$ cat config.mk
export PLATFORM = sky130hd
export DESIGN_NAME = coe_top
export DESIGN_NICKNAME = d
export VERILOG_FILES = /design/src/coe_pkg.sv /design/src/coe_bus_edge.sv /design/src/coe_top.sv
export VERILOG_INCLUDE_DIRS = /design/src
export SDC_FILE = /design/constraint.sdc
export NUM_CORES = 1
export LEC_CHECK = 0
export BUFFER_PORTS_ARGS = -buffer_cell sky130_fd_sc_hd__buf_2
export CAP_MARGIN = 20
export CELL_PAD_IN_SITES_DETAIL_PLACEMENT = 1
export CELL_PAD_IN_SITES_GLOBAL_PLACEMENT = 2
export CORE_MARGIN = 10
export CORE_UTILIZATION = 38
export DETAILED_ROUTE_END_ITERATION = 16
export PLACE_DENSITY_LB_ADDON = 0.1
export REMOVE_ABC_BUFFERS = 1
export SETUP_SLACK_MARGIN = 0.2
export SLEW_MARGIN = 25
export SYNTH_ARGS = -nofsm -noshare
export SYNTH_HDL_FRONTEND = slang
export SYNTH_HIERARCHICAL = 1
export SYNTH_SLANG_ARGS = --single-unit
$ cat constraint.sdc
create_clock -name clk_sys -period 3.1 [get_ports clk_sys]
set_input_delay 0 -clock clk_sys [delete_from_list [all_inputs] [get_ports clk_sys]]
set_output_delay 0 -clock clk_sys [all_outputs]
set_load 0.05 [all_outputs]
$ cat src/coe_regs.svh
// Offsets, bus address and reset values of the output enable bank
`ifndef COE_REGS_SVH
`define COE_REGS_SVH

// Fixed 7-bit bus address, direction bit always zero
`define COE_BUS_ADDR     7'h69
// Byte positions in a transfer: address, command code, count, then data
`define COE_IDX_ADDR     6'h00
`define COE_IDX_DATA0    6'h03
`define COE_IDX_LAST     6'h3F
// Register offsets
`define COE_OFF_LOW      2'h0
`define COE_OFF_HIGH     2'h1
`define COE_OFF_EXTRA    2'h2
// Reset values: every implemented output enabled
`define COE_RST_LOW      8'h0F
`define COE_RST_HIGH     8'hF0
`define COE_RST_EXTRA    8'hC0
// Field positions
`define COE_LOW_A0       0
`define COE_HIGH_B0      4
`define COE_EXTRA_C0     6

`endif

$ cat src/coe_pkg.sv
// Types shared by the output enable bank
package coe_pkg;
  typedef enum logic [2:0] {
    COE_IDLE,
    COE_RECV,
    COE_BYTE_DONE,
    COE_ACK,
    COE_IGNORE
  } coe_state_t;
endpackage

$ cat src/coe_bus_edge.sv
// Edge and start/stop detector for the serial bus lines
`timescale 1ns/1ns
`default_nettype none

module coe_bus_edge (
  input  wire logic clk_sys,
  input  wire logic sys_rst,
  input  wire logic scl_in,
  input  wire logic sda_in,
  output logic      scl_rise,
  output logic      scl_fall,
  output logic      start_det,
  output logic      stop_det,
  output logic      sda_lvl
);
  logic [1:0] scl_reg;
  logic [1:0] scl_next;
  logic [1:0] sda_reg;
  logic [1:0] sda_next;

  always_comb begin
    scl_next = {scl_reg[0], scl_in};
    sda_next = {sda_reg[0], sda_in};
  end

  // Idle bus level is high, so reset to high to avoid a false start
  always_ff @(posedge clk_sys or posedge sys_rst) begin
    if (sys_rst) begin
      scl_reg <= 2'h3;
      sda_reg <= 2'h3;
    end else begin
      scl_reg <= scl_next;
      sda_reg <= sda_next;
    end
  end

  assign scl_rise  = scl_reg[0] & ~scl_reg[1];
  assign scl_fall  = ~scl_reg[0] & scl_reg[1];
  assign start_det = scl_reg[0] & scl_reg[1] & ~sda_reg[0] & sda_reg[1];
  assign stop_det  = scl_reg[0] & scl_reg[1] & sda_reg[0] & ~sda_reg[1];
  assign sda_lvl   = sda_reg[0];
endmodule

`default_nettype wire

$ cat src/coe_top.sv
// Serial-loaded output enable bank gating the fanout clock outputs
`timescale 1ns/1ns
`default_nettype none
`include "coe_regs.svh"

module coe_top (
  input  wire logic       clk_sys,
  input  wire logic       sys_rst,
  input  wire logic       scl_in,
  input  wire logic       sda_in,
  output logic            sda_out,
  output logic            sda_oe,
  input  wire logic       clock_in,
  output logic            fanout_clk_a0,
  output logic            fanout_clk_a1,
  output logic            fanout_clk_a2,
  output logic            fanout_clk_a3,
  output logic            fanout_clk_b0,
  output logic            fanout_clk_b1,
  output logic            fanout_clk_b2,
  output logic            fanout_clk_b3,
  output logic            fanout_clk_c0,
  output logic            fanout_clk_c1,
  output logic [7:0]      cfg_low,
  output logic [7:0]      cfg_high,
  output logic [7:0]      cfg_extra
);
  // ****************************************************************
  // Bus line conditioning
  // ****************************************************************
  logic scl_rise;
  logic scl_fall;
  logic start_det;
  logic stop_det;
  logic sda_lvl;

  coe_bus_edge u_edge (
    .clk_sys   (clk_sys),
    .sys_rst   (sys_rst),
    .scl_in    (scl_in),
    .sda_in    (sda_in),
    .scl_rise  (scl_rise),
    .scl_fall  (scl_fall),
    .start_det (start_det),
    .stop_det  (stop_det),
    .sda_lvl   (sda_lvl)
  );

  // ****************************************************************
  // Slave receiver state
  // ****************************************************************
  coe_pkg::coe_state_t state_reg;
  coe_pkg::coe_state_t state_next;
  logic [2:0]          bit_cnt_reg;
  logic [2:0]          bit_cnt_next;
  logic [7:0]          shift_reg;
  logic [7:0]          shift_next;
  logic [5:0]          byte_idx_reg;
  logic [5:0]          byte_idx_next;
  logic                ack_reg;
  logic                ack_next;
  logic [7:0]          low_reg;
  logic [7:0]          low_next;
  logic [7:0]          high_reg;
  logic [7:0]          high_next;
  logic [7:0]          extra_reg;
  logic [7:0]          extra_next;
  logic                byte_end;
  logic [5:0]          data_pos;

  // Address byte matches when the top seven bits hit and it is a write
  function automatic logic addr_hit(input logic [7:0] b);
    addr_hit = (b[7:1] == `COE_BUS_ADDR) && !b[0];
  endfunction

  assign byte_end = (state_reg == coe_pkg::COE_BYTE_DONE) && scl_fall;
  assign data_pos = byte_idx_reg - `COE_IDX_DATA0;

  always_comb begin
    state_next    = state_reg;
    bit_cnt_next  = bit_cnt_reg;
    shift_next    = shift_reg;
    byte_idx_next = byte_idx_reg;
    ack_next      = ack_reg;
    low_next      = low_reg;
    high_next     = high_reg;
    extra_next    = extra_reg;
    if (stop_det) begin
      state_next = coe_pkg::COE_IDLE;
      ack_next   = 1'b0;
    end else if (start_det) begin
      // Repeated start also restarts the byte sequence
      state_next    = coe_pkg::COE_RECV;
      bit_cnt_next  = 3'h0;
      byte_idx_next = `COE_IDX_ADDR;
      ack_next      = 1'b0;
    end else begin
      case (state_reg)
        coe_pkg::COE_RECV: begin
          if (scl_rise) begin
            shift_next   = {shift_reg[6:0], sda_lvl};
            bit_cnt_next = bit_cnt_reg + 3'h1;
            if (bit_cnt_reg == 3'h7) begin
              state_next = coe_pkg::COE_BYTE_DONE;
            end
          end
        end
        coe_pkg::COE_BYTE_DONE: begin
          if (scl_fall) begin
            if (byte_idx_reg == `COE_IDX_ADDR && !addr_hit(shift_reg)) begin
              state_next = coe_pkg::COE_IGNORE;
            end else begin
              state_next = coe_pkg::COE_ACK;
              ack_next   = 1'b1;
              // Command code and count are not checked; bytes past the
              // third data byte are acknowledged and dropped
              case (data_pos)
                6'h00: low_next = shift_reg;
                6'h01: high_next = shift_reg;
                6'h02: extra_next = shift_reg;
                default: begin
                end
              endcase
              if (byte_idx_reg != `COE_IDX_LAST) begin
                byte_idx_next = byte_idx_reg + 6'h01;
              end
            end
          end
        end
        coe_pkg::COE_ACK: begin
          if (scl_fall) begin
            state_next   = coe_pkg::COE_RECV;
            bit_cnt_next = 3'h0;
            ack_next     = 1'b0;
          end
        end
        default: begin
        end
      endcase
    end
  end

  always_ff @(posedge clk_sys or posedge sys_rst) begin
    if (sys_rst) begin
      state_reg    <= coe_pkg::COE_IDLE;
      bit_cnt_reg  <= 3'h0;
      shift_reg    <= 8'h00;
      byte_idx_reg <= `COE_IDX_ADDR;
      ack_reg      <= 1'b0;
      low_reg      <= `COE_RST_LOW;
      high_reg     <= `COE_RST_HIGH;
      extra_reg    <= `COE_RST_EXTRA;
    end else begin
      state_reg    <= state_next;
      bit_cnt_reg  <= bit_cnt_next;
      shift_reg    <= shift_next;
      byte_idx_reg <= byte_idx_next;
      ack_reg      <= ack_next;
      low_reg      <= low_next;
      high_reg     <= high_next;
      extra_reg    <= extra_next;
    end
  end

  // Open drain: only ever pulls low, for the acknowledge bit
  assign sda_out   = 1'b0;
  assign sda_oe    = ack_reg;
  assign cfg_low   = low_reg;
  assign cfg_high  = high_reg;
  assign cfg_extra = extra_reg;

  // ****************************************************************
  // Output gating
  // ****************************************************************
  logic [9:0] out_reg;
  logic [9:0] out_next;
  logic [9:0] en_vec;

  // Gating is registered, so a disable never leaves a runt high pulse
  // longer than one system clock
  assign en_vec = {extra_reg[`COE_EXTRA_C0 +: 2],
                   high_reg[`COE_HIGH_B0 +: 4],
                   low_reg[`COE_LOW_A0 +: 4]};

  always_comb begin
    out_next = {10{clock_in}} & en_vec;
  end

  always_ff @(posedge clk_sys or posedge sys_rst) begin
    if (sys_rst) begin
      out_reg <= 10'h000;
    end else begin
      out_reg <= out_next;
    end
  end

  assign fanout_clk_a0 = out_reg[0];
  assign fanout_clk_a1 = out_reg[1];
  assign fanout_clk_a2 = out_reg[2];
  assign fanout_clk_a3 = out_reg[3];
  assign fanout_clk_b0 = out_reg[4];
  assign fanout_clk_b1 = out_reg[5];
  assign fanout_clk_b2 = out_reg[6];
  assign fanout_clk_b3 = out_reg[7];
  assign fanout_clk_c0 = out_reg[8];
  assign fanout_clk_c1 = out_reg[9];

  // ****************************************************************
  // Checks
  // ****************************************************************
  addr_ack_a: assert property (@(posedge clk_sys) disable iff (sys_rst)
    byte_end && !start_det && !stop_det && byte_idx_reg == `COE_IDX_ADDR
    && addr_hit(shift_reg) |=> sda_oe && !sda_out)
    else $error("matching address not acknowledged");

  addr_nack_a: assert property (@(posedge clk_sys) disable iff (sys_rst)
    byte_end && byte_idx_reg == `COE_IDX_ADDR && !addr_hit(shift_reg)
    |=> !sda_oe [*2])
    else $error("foreign address acknowledged");

  shift_msb_a: assert property (@(posedge clk_sys) disable iff (sys_rst)
    state_reg == coe_pkg::COE_RECV && scl_rise && !start_det && !stop_det
    |=> shift_reg[0] == $past(sda_lvl) && shift_reg[7:1] == $past(shift_reg[6:0]))
    else $error("bit not shifted in msb first");

  load_low_a: assert property (@(posedge clk_sys) disable iff (sys_rst)
    byte_end && !start_det && !stop_det && byte_idx_reg == `COE_IDX_DATA0
    |=> low_reg == $past(shift_reg))
    else $error("first data byte not stored in low group");

  cfg_hold_a: assert property (@(posedge clk_sys) disable iff (sys_rst)
    !byte_end |=> $stable(low_reg) && $stable(high_reg) && $stable(extra_reg))
    else $error("configuration changed without a data byte");

  surplus_drop_a: assert property (@(posedge clk_sys) disable iff (sys_rst)
    byte_end && byte_idx_reg > 6'h05 |=> $stable(extra_reg) && $stable(low_reg))
    else $error("surplus data byte was stored");

  off_low_a: assert property (@(posedge clk_sys) disable iff (sys_rst)
    !low_reg[0] && !low_reg[3] |=> !fanout_clk_a0 && !fanout_clk_a3)
    else $error("disabled output not held low");

  // The flops still see reset at the release edge, so no attempt opens there
  run_high_a: assert property (@(posedge clk_sys) disable iff (sys_rst)
    !sys_rst && high_reg[7] && high_reg[4]
    |=> fanout_clk_b3 == $past(clock_in) && fanout_clk_b0 == $past(clock_in))
    else $error("enabled high group output not following clock");

  run_extra_a: assert property (@(posedge clk_sys) disable iff (sys_rst)
    !sys_rst && extra_reg[7] && !extra_reg[6]
    |=> fanout_clk_c1 == $past(clock_in) && !fanout_clk_c0)
    else $error("extra group gating wrong");
endmodule

`default_nettype wire

==> flow_metrics.env, run 1 <==
export IMPL_status="complete, no violations"
export IMPL_postCtsSetupRepairBufs=0
export IMPL_drc=0
export IMPL_dieArea_um2=11200
export IMPL_start_util=0.388
export IMPL_cts_tree="yes"
export IMPL_syn_cell_area_um2=2790
export IMPL_ios=41
export IMPL_worstPathRequired_ns=3.32
export IMPL_cts_sinks=59
export IMPL_slew_headroom=0.481
export IMPL_layout_min_cycle_time_ns=2.52
export IMPL_comb_power_share=0.082
export IMPL_grt_start_max_net_pins=37
export IMPL_pre_cts_ws_ns=0.610
export IMPL_synthCells=214
export IMPL_leakagePower_nw=1.67
export IMPL_h_tree_depth=3
export IMPL_critPathKind="register to register"
export IMPL_timing_final_hold_violations=0
export IMPL_dp_hpwl_um=4470
export IMPL_portBuffers=39
export IMPL_ctsHoldBuffers=4
export IMPL_tns_ns=0
export IMPL_critPathMaxFanout=8
export IMPL_drive_gt1_frac=0.442
export IMPL_grt_ovfl_total=0
export IMPL_numCtsBuffers=9
export IMPL_clk_path_buf_depth=2
export IMPL_post_route_util=0.462
export IMPL_place_area_um2=3070
export IMPL_p_int_mw=1.23
export IMPL_ys_warn_count=6
export IMPL_sequentialPowerShare=0.485
export IMPL_synth_distinct_cells=51
export IMPL_fp_row_count=31
export IMPL_worstMarginPinSlew_ns=0.777
export IMPL_grt_setup_unrepaired="false"
export IMPL_core_area_um2=7180
export IMPL_clockRootBuffer="clkbuf_8"
export IMPL_setup_violations=0
export IMPL_final_common_cell="dfrtp_1"
export IMPL_fp_dieW_um=106
export IMPL_drv_cap=0
export IMPL_p_sw_uw=459
export IMPL_yosysSeqAreaShare=0.536
export IMPL_slowest_delay_ns=0.59
export IMPL_final_cell_area_um2=3320
export IMPL_layout_common_cells="dfrtp_1 (45), buf_2 (39), mux2_2 (17)"
export IMPL_synth_ff_type="dfrtp_1"
export IMPL_grt_pass1_vias=1914
export IMPL_die_h_um=106
export IMPL_r2r_slack_ns=0.58
export IMPL_routedWlPerCell_um=17.1
export IMPL_largest_register_ffs=10
export IMPL_antenna_found_initial=0
export IMPL_totalWireLength_um=6260
export IMPL_arrival_ns=2.74
export IMPL_hp_class="input port to asynchronous set/reset pin"
export IMPL_clkTransAtPathRegs_ns=0.07
export IMPL_netSwitchingFraction=0.272
export IMPL_fillers=767
export IMPL_synth_edff_count=0
export IMPL_max_freq_mhz=397
export IMPL_ys_ff_latch=59
export IMPL_drt_iter0_drc=38
export IMPL_dr_pass1_iters=4
export IMPL_clk_latency_ns=0.34
export IMPL_setup_slack_ns=0.581
export IMPL_irDropWorstVdd_v=0.000325
export IMPL_ctsResizeCount=0
export IMPL_grtUsageTotal=0.119
export IMPL_powerDensity_nw_per_um2=509
export IMPL_clock_skew_ns=0.00575
export IMPL_critPathSlowestCell="or4_4"
export IMPL_crit_chain="and4b_1 -> or4_4 -> nor3_1 -> o211a_1 -> mux2_2"
export IMPL_synthArstFlopShare=1.00
export IMPL_ant_nets=0
export IMPL_cp_end_kind="register"
export IMPL_routed_via_density=4.98
export IMPL_fin_nets=274
export IMPL_pwr_share_clk=0.433
export IMPL_finalMaxSlewViolations=0
export IMPL_grt_pass1_wl_um=10500
export IMPL_syn_avg_cell_area_um2=13.0
export IMPL_min_period_over_period=0.812
export IMPL_insertedDiodeCount=0
export IMPL_setup_worst_path_start_class="register"
export IMPL_synthToLayoutAreaGrowth_pct=19.1
export IMPL_vias=1821
export IMPL_gp_congestion=0.715
export IMPL_reg2reg_depth=5
synthesized netlist by cell type, types with 4 or more instances:
master	number	area share
inv_1	11	0.015
nor2b_1	4	0.0090
nand4_1	4	0.0090
mux2_2	17	0.069
and2_1	11	0.025
nor3_1	7	0.013
mux2_4	16	0.086
nand2_1	11	0.015
o21ai_0	7	0.013
nor2_1	5	0.0067
dfstp_2	14	0.13
dfrtp_1	45	0.40
ha_1	7	0.031
final timing paths:
check / to / startpoint
setup / recovery: cfg_extra[3]$_DFFE_PP0P_ / u_edge/sda_reg[0]$_DFF_PP1_
hold / removal: u_edge/scl_reg[1]$_DFF_PP1_ / sys_rst
setup reg to reg: cfg_extra[3]$_DFFE_PP0P_ / u_edge/sda_reg[0]$_DFF_PP1_
hold reg to reg: u_edge/sda_reg[1]$_DFF_PP1_ / u_edge/sda_reg[0]$_DFF_PP1_
max in group asynchronous: cfg_low[1]$_DFFE_PP1P_ / sys_rst
min in group clk_sys: u_edge/sda_reg[0]$_DFF_PP1_ / sda_in
critical path: cells and delay by family (launching register included):
kind,cells,cell delay [ns]
AND/OR/NAND/NOR,3,1.08
flip-flops,1,0.56
AO/OA/AOI/OAI,1,0.39
multiplexers,1,0.38
power by group through the flow:
stage | logic (mW) | clock network, mW | registers [mW]
6_report | 0.139 | 0.731 | 0.819
2_1_floorplan | 0.105 | 0 | 0.827
3_5_place_dp | 0.138 | 0 | 0.834
3_3_place_gp | 0.139 | 0 | 0.834
4_1_cts | 0.142 | 0.756 | 0.820
5_1_grt | 0.153 | 0.802 | 0.824
cells by family after synthesis:
logic type      count (synthesis)  synth area share
simple gates                   60             0.139
flops                          59             0.536
compound gates                 34             0.102
mux                            33             0.155
buf+inv                        20            0.0346
fa+ha+maj                       7            0.0314
other cells                     1           0.00135
cell type report:
type | count | area [µm²] | area share
tap | 99 | 124 | 0.0373
clock buffer | 9 | 124 | 0.0373
timing repair buffer | 46 | 258 | 0.0777
sequential | 59 | 1490 | 0.450
inverter | 11 | 41.3 | 0.0124
clock inverter | 7 | 81.3 | 0.0245
multi-input combinational | 135 | 1190 | 0.360
routing by layer:
metal | global-route usage | part of all wire | vias to the layer above | wire, µm
li1 | - | - | 862 | -
met1 | 0.137 | 0.43 | 914 | 2690
met2 | 0.196 | 0.50 | 38 | 3140
met3 | 0.0463 | 0.056 | 7 | 353
met4 | 0.0406 | 0.013 | 0 | 80
met5 | 0 | 0 | - | 0
through the flow:
step                      total power [mW]  std cells  hold slack [ns]
after floorplan                      0.932        205          -0.0448
after global placement               0.973        346            0.107
after detailed placement             0.972        346            0.109
after CTS                             1.72        366            0.284
after global routing                  1.78        366            0.305
final                                 1.69        366            0.299
(Power assumes the default switching activity.)
==> inputs of run 2 (changes only) <==
clock period = 2.5 ns   (was 3.1 ns; I/O delays follow)
==> flow_metrics.env, run 2 (synthesis gave the netlist of run 1 again) <==
export IMPL_status="complete, no violations"
export IMPL_clkTransAtPathRegs_ns=0.07
export IMPL_grt_ovfl_total=0
export IMPL_r2r_slack_ns=0.26
export IMPL_start_util=0.388
export IMPL_final_common_cell="dfrtp_1"
export IMPL_multi_input_area_um2=1210
export IMPL_dp_cells=355
export IMPL_dp_hpwl_um=4810
export IMPL_grt_pass1_wl_um=11100
export IMPL_r2r_end="cfg_extra[2]$_DFFE_PP0P_"
export IMPL_crit_end="cfg_extra[2]$_DFFE_PP0P_"
export IMPL_antenna_found_initial=0
export IMPL_setup_worst_path_start="u_edge/sda_reg[0]$_DFF_PP1_"
export IMPL_clk_path_buf_depth=2
export IMPL_worstPathRequired_ns=2.72
export IMPL_finalMaxSlewViolations=0
export IMPL_layout_common_cells="dfrtp_1 (45), buf_2 (39), mux2_2 (17)"
export IMPL_ios=41
export IMPL_clk_latency_ns=0.34
export IMPL_p_sw_uw=540
export IMPL_p_int_mw=1.43
export IMPL_vias=1882
export IMPL_sequentialPowerShare=0.517
export IMPL_reg2reg_depth=5
export IMPL_totalWireLength_um=6740
export IMPL_fillers=771
export IMPL_fin_cells=379
export IMPL_slew_headroom=0.534
export IMPL_critPathKind="register to register"
export IMPL_whs_ns=0.294
export IMPL_p_total_mw=1.97
export IMPL_h_tree_depth=3
export IMPL_layout_min_cycle_time_ns=2.24
export IMPL_drt_iter0_drc=61
export IMPL_grt_start_max_net_pins=33
export IMPL_dieArea_um2=11200
export IMPL_register_area_um2=1490
export IMPL_gp_congestion=0.754
export IMPL_powerDensity_nw_per_um2=581
export IMPL_cp_end_kind="register"
export IMPL_synthToLayoutAreaGrowth_pct=22.1
export IMPL_numCtsBuffers=9
export IMPL_max_freq_mhz=447
export IMPL_insertedDiodeCount=0
export IMPL_clock_skew_ns=0.00852
export IMPL_critPathMaxFanout=8
export IMPL_worstMarginPinSlew_ns=0.698
export IMPL_dr_pass1_iters=4
export IMPL_pwr_share_clk=0.392
export IMPL_fp_row_count=31
export IMPL_hp_class="input port to asynchronous set/reset pin"
export IMPL_largest_register_ffs=10
export IMPL_routed_via_density=4.97
export IMPL_drive_gt1_frac=0.471
export IMPL_clockRootBuffer="clkbuf_8"
export IMPL_grt_setup_unrepaired="false"
export IMPL_fp_dieW_um=106
export IMPL_drc=0
export IMPL_cts_sinks=59
export IMPL_core_area_um2=7180
export IMPL_routedWlPerCell_um=17.8
export IMPL_timing_final_hold_violations=0
export IMPL_fin_nets=287
export IMPL_setup_worst_path_start_class="register"
export IMPL_irDropWorstVdd_v=0.000399
export IMPL_tns_ns=0
export IMPL_regToRegStartpoint="u_edge/sda_reg[0]$_DFF_PP1_"
export IMPL_setup_violations=0
export IMPL_grtUsageTotal=0.126
export IMPL_drv_cap=0
export IMPL_die_h_um=106
export IMPL_portBuffers=39
export IMPL_ant_nets=0
export IMPL_grt_pass1_vias=2085
export IMPL_comb_power_share=0.091
export IMPL_arrival_ns=2.46
export IMPL_min_period_over_period=0.895
export IMPL_netSwitchingFraction=0.273
export IMPL_leakagePower_nw=1.73
export IMPL_cts_tree="yes"
==> run 2: changes by cell type in the layout (fill, tap and decap cells not counted), sizes merged <==
cell and delta:
clkbuf +2, clkinvlp +1, inv -4, buf +13
clkinv +2, bufinv -1
==> run 2: stage by stage <==
stage,util,worst slack [ns],area (µm²)
2_1_floorplan,-,0.187,2730
3_3_place_gp,0.437,0.134,3140
3_5_place_dp,0.437,0.0546,3140
4_1_cts,0.470,0.208,3370
5_1_grt,0.474,0.202,3400
6_report,0.474,0.264,3400
==> run 2: cell type report <==
cell class	instances	share of cell area
multi-input combinational	135	0.357
clock buffer	11	0.0416
timing repair buffer	59	0.105
clock inverter	5	0.00883
inverter	11	0.0121
tap	99	0.0364
sequential	59	0.439
==> run 2: how the worst min path moves through the flow <==
stage               cells after the start                           to     from
finish                                  3  u_edge/sda_reg[0]$_DFF_PP1_  sys_rst
global route                            2  u_edge/scl_reg[0]$_DFF_PP1_   scl_in
CTS                                     3  u_edge/scl_reg[0]$_DFF_PP1_  sys_rst
detailed placement                      2  u_edge/scl_reg[0]$_DFF_PP1_  sys_rst
global placement                        2  u_edge/scl_reg[0]$_DFF_PP1_  sys_rst
floorplan                               1  u_edge/scl_reg[0]$_DFF_PP1_  sys_rst
==> run 2: power groups by stage <==
stage               clock, mW  sequential [mW]  combinational, mW
CTS                     0.808             1.02              0.185
floorplan                   0             1.03              0.130
detailed placement          0             1.04              0.176
global route            0.857             1.03              0.198
finish                  0.773             1.02              0.180
global placement            0             1.04              0.171
==> run 2: metal layers <==
metal / track usage / vias to the layer above / part of all wire
met5: 0 / - / 0
met4: 0.0464 / 0 / 0.0088
met3: 0.0451 / 5 / 0.048
met2: 0.215 / 32 / 0.52
met1: 0.143 / 956 / 0.42
li1: - / 889 / -
==> run 2: what timing repair did <==
| item | CTS | global route |
|---|---|---|
| resized for setup | 4 | 0 |
| setup buffers | 0 | 4 |
| hold buffers | 4 | 0 |
| pin swaps | 0 | 4 |
| setup endpoints to repair | 8 | 17 |
| endpoints found under the hold margin | 44 | 0 |
==> run 2: critical path: stages, from the launching register on <==
cell,delay (ns)
dfstp_2,0.55
and4b_1,0.22
or4_4,0.55
nor3_4,0.19
o211a_4,0.25
mux2_2,0.35
==> inputs of run 3 (changes only) <==
ABC_AREA = 1   (was not set)
CORE_UTILIZATION = 34   (was 38)
==> flow_metrics.env, run 3 <==
export IMPL_status="complete, no violations"
export IMPL_ys_ff_latch=59
export IMPL_portBuffers=39
export IMPL_layout_min_cycle_time_ns=2.05
export IMPL_critPathKind="register to register"
export IMPL_hp_class="input port to asynchronous set/reset pin"
export IMPL_setup_slack_ns=0.448
export IMPL_numCtsBuffers=9
export IMPL_dr_pass1_iters=4
export IMPL_insertedDiodeCount=0
export IMPL_ys_warn_count=6
export IMPL_slew_headroom=0.522
export IMPL_core_area_um2=8130
export IMPL_syn_cell_area_um2=2820
export IMPL_largest_register_ffs=10
export IMPL_critPathSlowestCell="dfstp_2"
export IMPL_drt_iter0_drc=58
export IMPL_synth_ff_type="dfrtp_1"
export IMPL_ios=41
export IMPL_leakagePower_nw=1.95
export IMPL_worstPathRequired_ns=2.72
export IMPL_pwr_share_clk=0.355
export IMPL_final_common_cell="nand2_1"
export IMPL_dieArea_um2=12400
export IMPL_finalMaxSlewViolations=0
export IMPL_setup_violations=0
export IMPL_synth_edff_count=0
export IMPL_clock_skew_ns=0.0121
export IMPL_p_sw_uw=732
export IMPL_tns_ns=0
export IMPL_min_period_over_period=0.821
export IMPL_post_route_util=0.410
export IMPL_grt_setup_unrepaired="false"
export IMPL_gp_congestion=0.783
export IMPL_crit_path_frequent_cell="nand2_1"
export IMPL_comb_power_share=0.150
export IMPL_clockRootBuffer="clkbuf_8"
export IMPL_ant_nets=0
export IMPL_fillers=1013
export IMPL_synth_largest_area_cell="dfrtp_1"
export IMPL_irDropWorstVdd_v=0.000269
export IMPL_routedWlPerCell_um=13.7
export IMPL_start_util=0.347
export IMPL_postCtsSetupRepairBufs=0
export IMPL_clk_latency_ns=0.34
export IMPL_fp_row_count=33
export IMPL_fin_nets=391
export IMPL_max_freq_mhz=487
export IMPL_cts_sinks=59
export IMPL_slowest_delay_ns=0.55
export IMPL_setup_worst_path_start_class="register"
export IMPL_clk_path_buf_depth=2
export IMPL_critPathMaxFanout=27
export IMPL_routed_via_density=4.52
export IMPL_crit_buf_inv=2
export IMPL_grt_start_max_net_pins=56
export IMPL_synth_area_top_cells="dfrtp_1 (40%), nand2_1 (15%), dfstp_2 (13%)"
export IMPL_synthArstFlopShare=1.00
export IMPL_yosysSeqAreaShare=0.529
export IMPL_drv_cap=0
export IMPL_r2r_slack_ns=0.45
export IMPL_crit_chain="inv_1 -> nand2_1 -> nor2_1 -> nor2_4 -> inv_2 -> nor2_4 -> o21ai_2 -> nor2_8 -> nand2_4 -> nand2_1 -> nand2_1"
export IMPL_h_tree_depth=3
export IMPL_pre_cts_ws_ns=0.428
export IMPL_post_synth_top_count_cell="nand2_1"
export IMPL_grtUsageTotal=0.112
export IMPL_syn_avg_cell_area_um2=8.56
export IMPL_powerDensity_nw_per_um2=704
export IMPL_synthTopCellsByCount="nand2_1 (112), dfrtp_1 (45), nand3_1 (39)"
export IMPL_fp_dieW_um=111
export IMPL_p_int_mw=1.61
export IMPL_path_delay_family="simple AND/OR/NAND/NOR gates"
export IMPL_sequentialPowerShare=0.494
export IMPL_grt_pass1_vias=2316
export IMPL_clkTransAtPathRegs_ns=0.06
export IMPL_vias=2211
export IMPL_drc=0
export IMPL_netSwitchingFraction=0.312
export IMPL_drive_gt1_frac=0.237
export IMPL_grt_ovfl_total=0
export IMPL_synthToLayoutAreaGrowth_pct=18.0
export IMPL_cts_tree="yes"
export IMPL_worstMarginPinSlew_ns=0.717
export IMPL_die_h_um=111
export IMPL_dp_hpwl_um=4960
export IMPL_synthCells=330
export IMPL_arrival_ns=2.27
export IMPL_synth_distinct_cells=30
export IMPL_antenna_found_initial=0
export IMPL_cp_end_kind="register"
export IMPL_synth_top_area_frac=0.399
export IMPL_timing_final_hold_violations=0
export IMPL_totalWireLength_um=6690
export IMPL_grt_pass1_wl_um=11600
export IMPL_layout_common_cells="nand2_1 (112), dfrtp_1 (45), nand3_1 (39), buf_2 (39), inv_1 (36)"
run 3: cell count changes in the layout (fill, tap and decap cells not counted), sizes merged, moves of 4 or more:
cell	before	now
and2	11	0
inv	11	39
nor2b	4	0
o21ai	7	12
nor3	9	0
nand3	1	40
a211oi	4	0
nand2	11	117
nor2	5	30
mux2	33	1
buf	55	41
o211ai	4	0
run 3: area by class of cell:
cell class              count  area (µm²)  share of cell area
clock buffers              10         128              0.0383
clock inverters             6        57.6              0.0173
inverters                  39         146              0.0439
multi-input cells         225        1130               0.338
flip-flops and latches     59        1490               0.448
well taps                 105         131              0.0394
repair buffers             45         250              0.0751
run 3: cell families (layout without fill, tap and decap cells):
| kind of cell | count (synthesis) | after routing | synth area share |
|---|---|---|---|
| buffers and inverters | 46 | 100 | 0.0722 |
| adder cells (fa/ha/maj) | 7 | 7 | 0.0310 |
| XOR/XNOR | 3 | 3 | 0.00931 |
| AND/OR/NAND/NOR | 195 | 195 | 0.320 |
| multiplexers | 1 | 1 | 0.00399 |
| other | 1 | 1 | 0.00133 |
| AO/OA/AOI/OAI | 18 | 18 | 0.0332 |
| flip-flops | 59 | 59 | 0.529 |
run 3: stage by stage:
stage               std cells  area (µm²)  hold WS (ns)  total power, mW
detailed placement        469        3110         0.108             1.53
global route              489        3330         0.310             2.51
floorplan                 323        2770       -0.0448             1.40
CTS                       489        3330         0.295             2.40
global placement          469        3110         0.109             1.52
finish                    489        3330         0.309             2.34
run 3: power groups by stage:
stage,Clock [mW],Sequential [mW],Combinational (mW)
3_5_place_dp,0,1.18,0.352
3_3_place_gp,0,1.17,0.345
6_report,0.833,1.16,0.353
4_1_cts,0.877,1.16,0.359
5_1_grt,0.921,1.17,0.411
2_1_floorplan,0,1.13,0.271
run 3: path summary, 6_finish.rpt:
check                                               to  cells after the start                   startpoint
setup reg to reg              cfg_extra[4]$_DFFE_PP0P_                     11  u_edge/sda_reg[0]$_DFF_PP1_
hold / removal             u_edge/scl_reg[1]$_DFF_PP1_                      3                      sys_rst
setup / recovery              cfg_extra[4]$_DFFE_PP0P_                     11  u_edge/sda_reg[0]$_DFF_PP1_
max in group asynchronous      cfg_high[2]$_DFFE_PP0P_                      4                      sys_rst
min in group clk_sys       u_edge/scl_reg[0]$_DFF_PP1_                      2                       scl_in
hold reg to reg            u_edge/scl_reg[1]$_DFF_PP1_                      0  u_edge/scl_reg[0]$_DFF_PP1_
run 3: what timing repair did:
action | in CTS | in global routing
hold buffers | 4 | 0
endpoints found under the hold margin | 61 | 0
resized for setup | 0 | 0
run 3: layer usage:
| metal | part of all wire | wire, µm | track usage |
|---|---|---|---|
| met1 | 0.45 | 3000 | 0.134 |
| met2 | 0.49 | 3250 | 0.183 |
| met3 | 0.052 | 349 | 0.0298 |
| met4 | 0.014 | 93 | 0.0540 |
| met5 | 0 | 0 | 0 |
run 3: worst min-delay path, cell delays in order:
cell,delay (ns)
dlygate4sd3_1,0.53
buf_2,0.13
inv_1,0.14
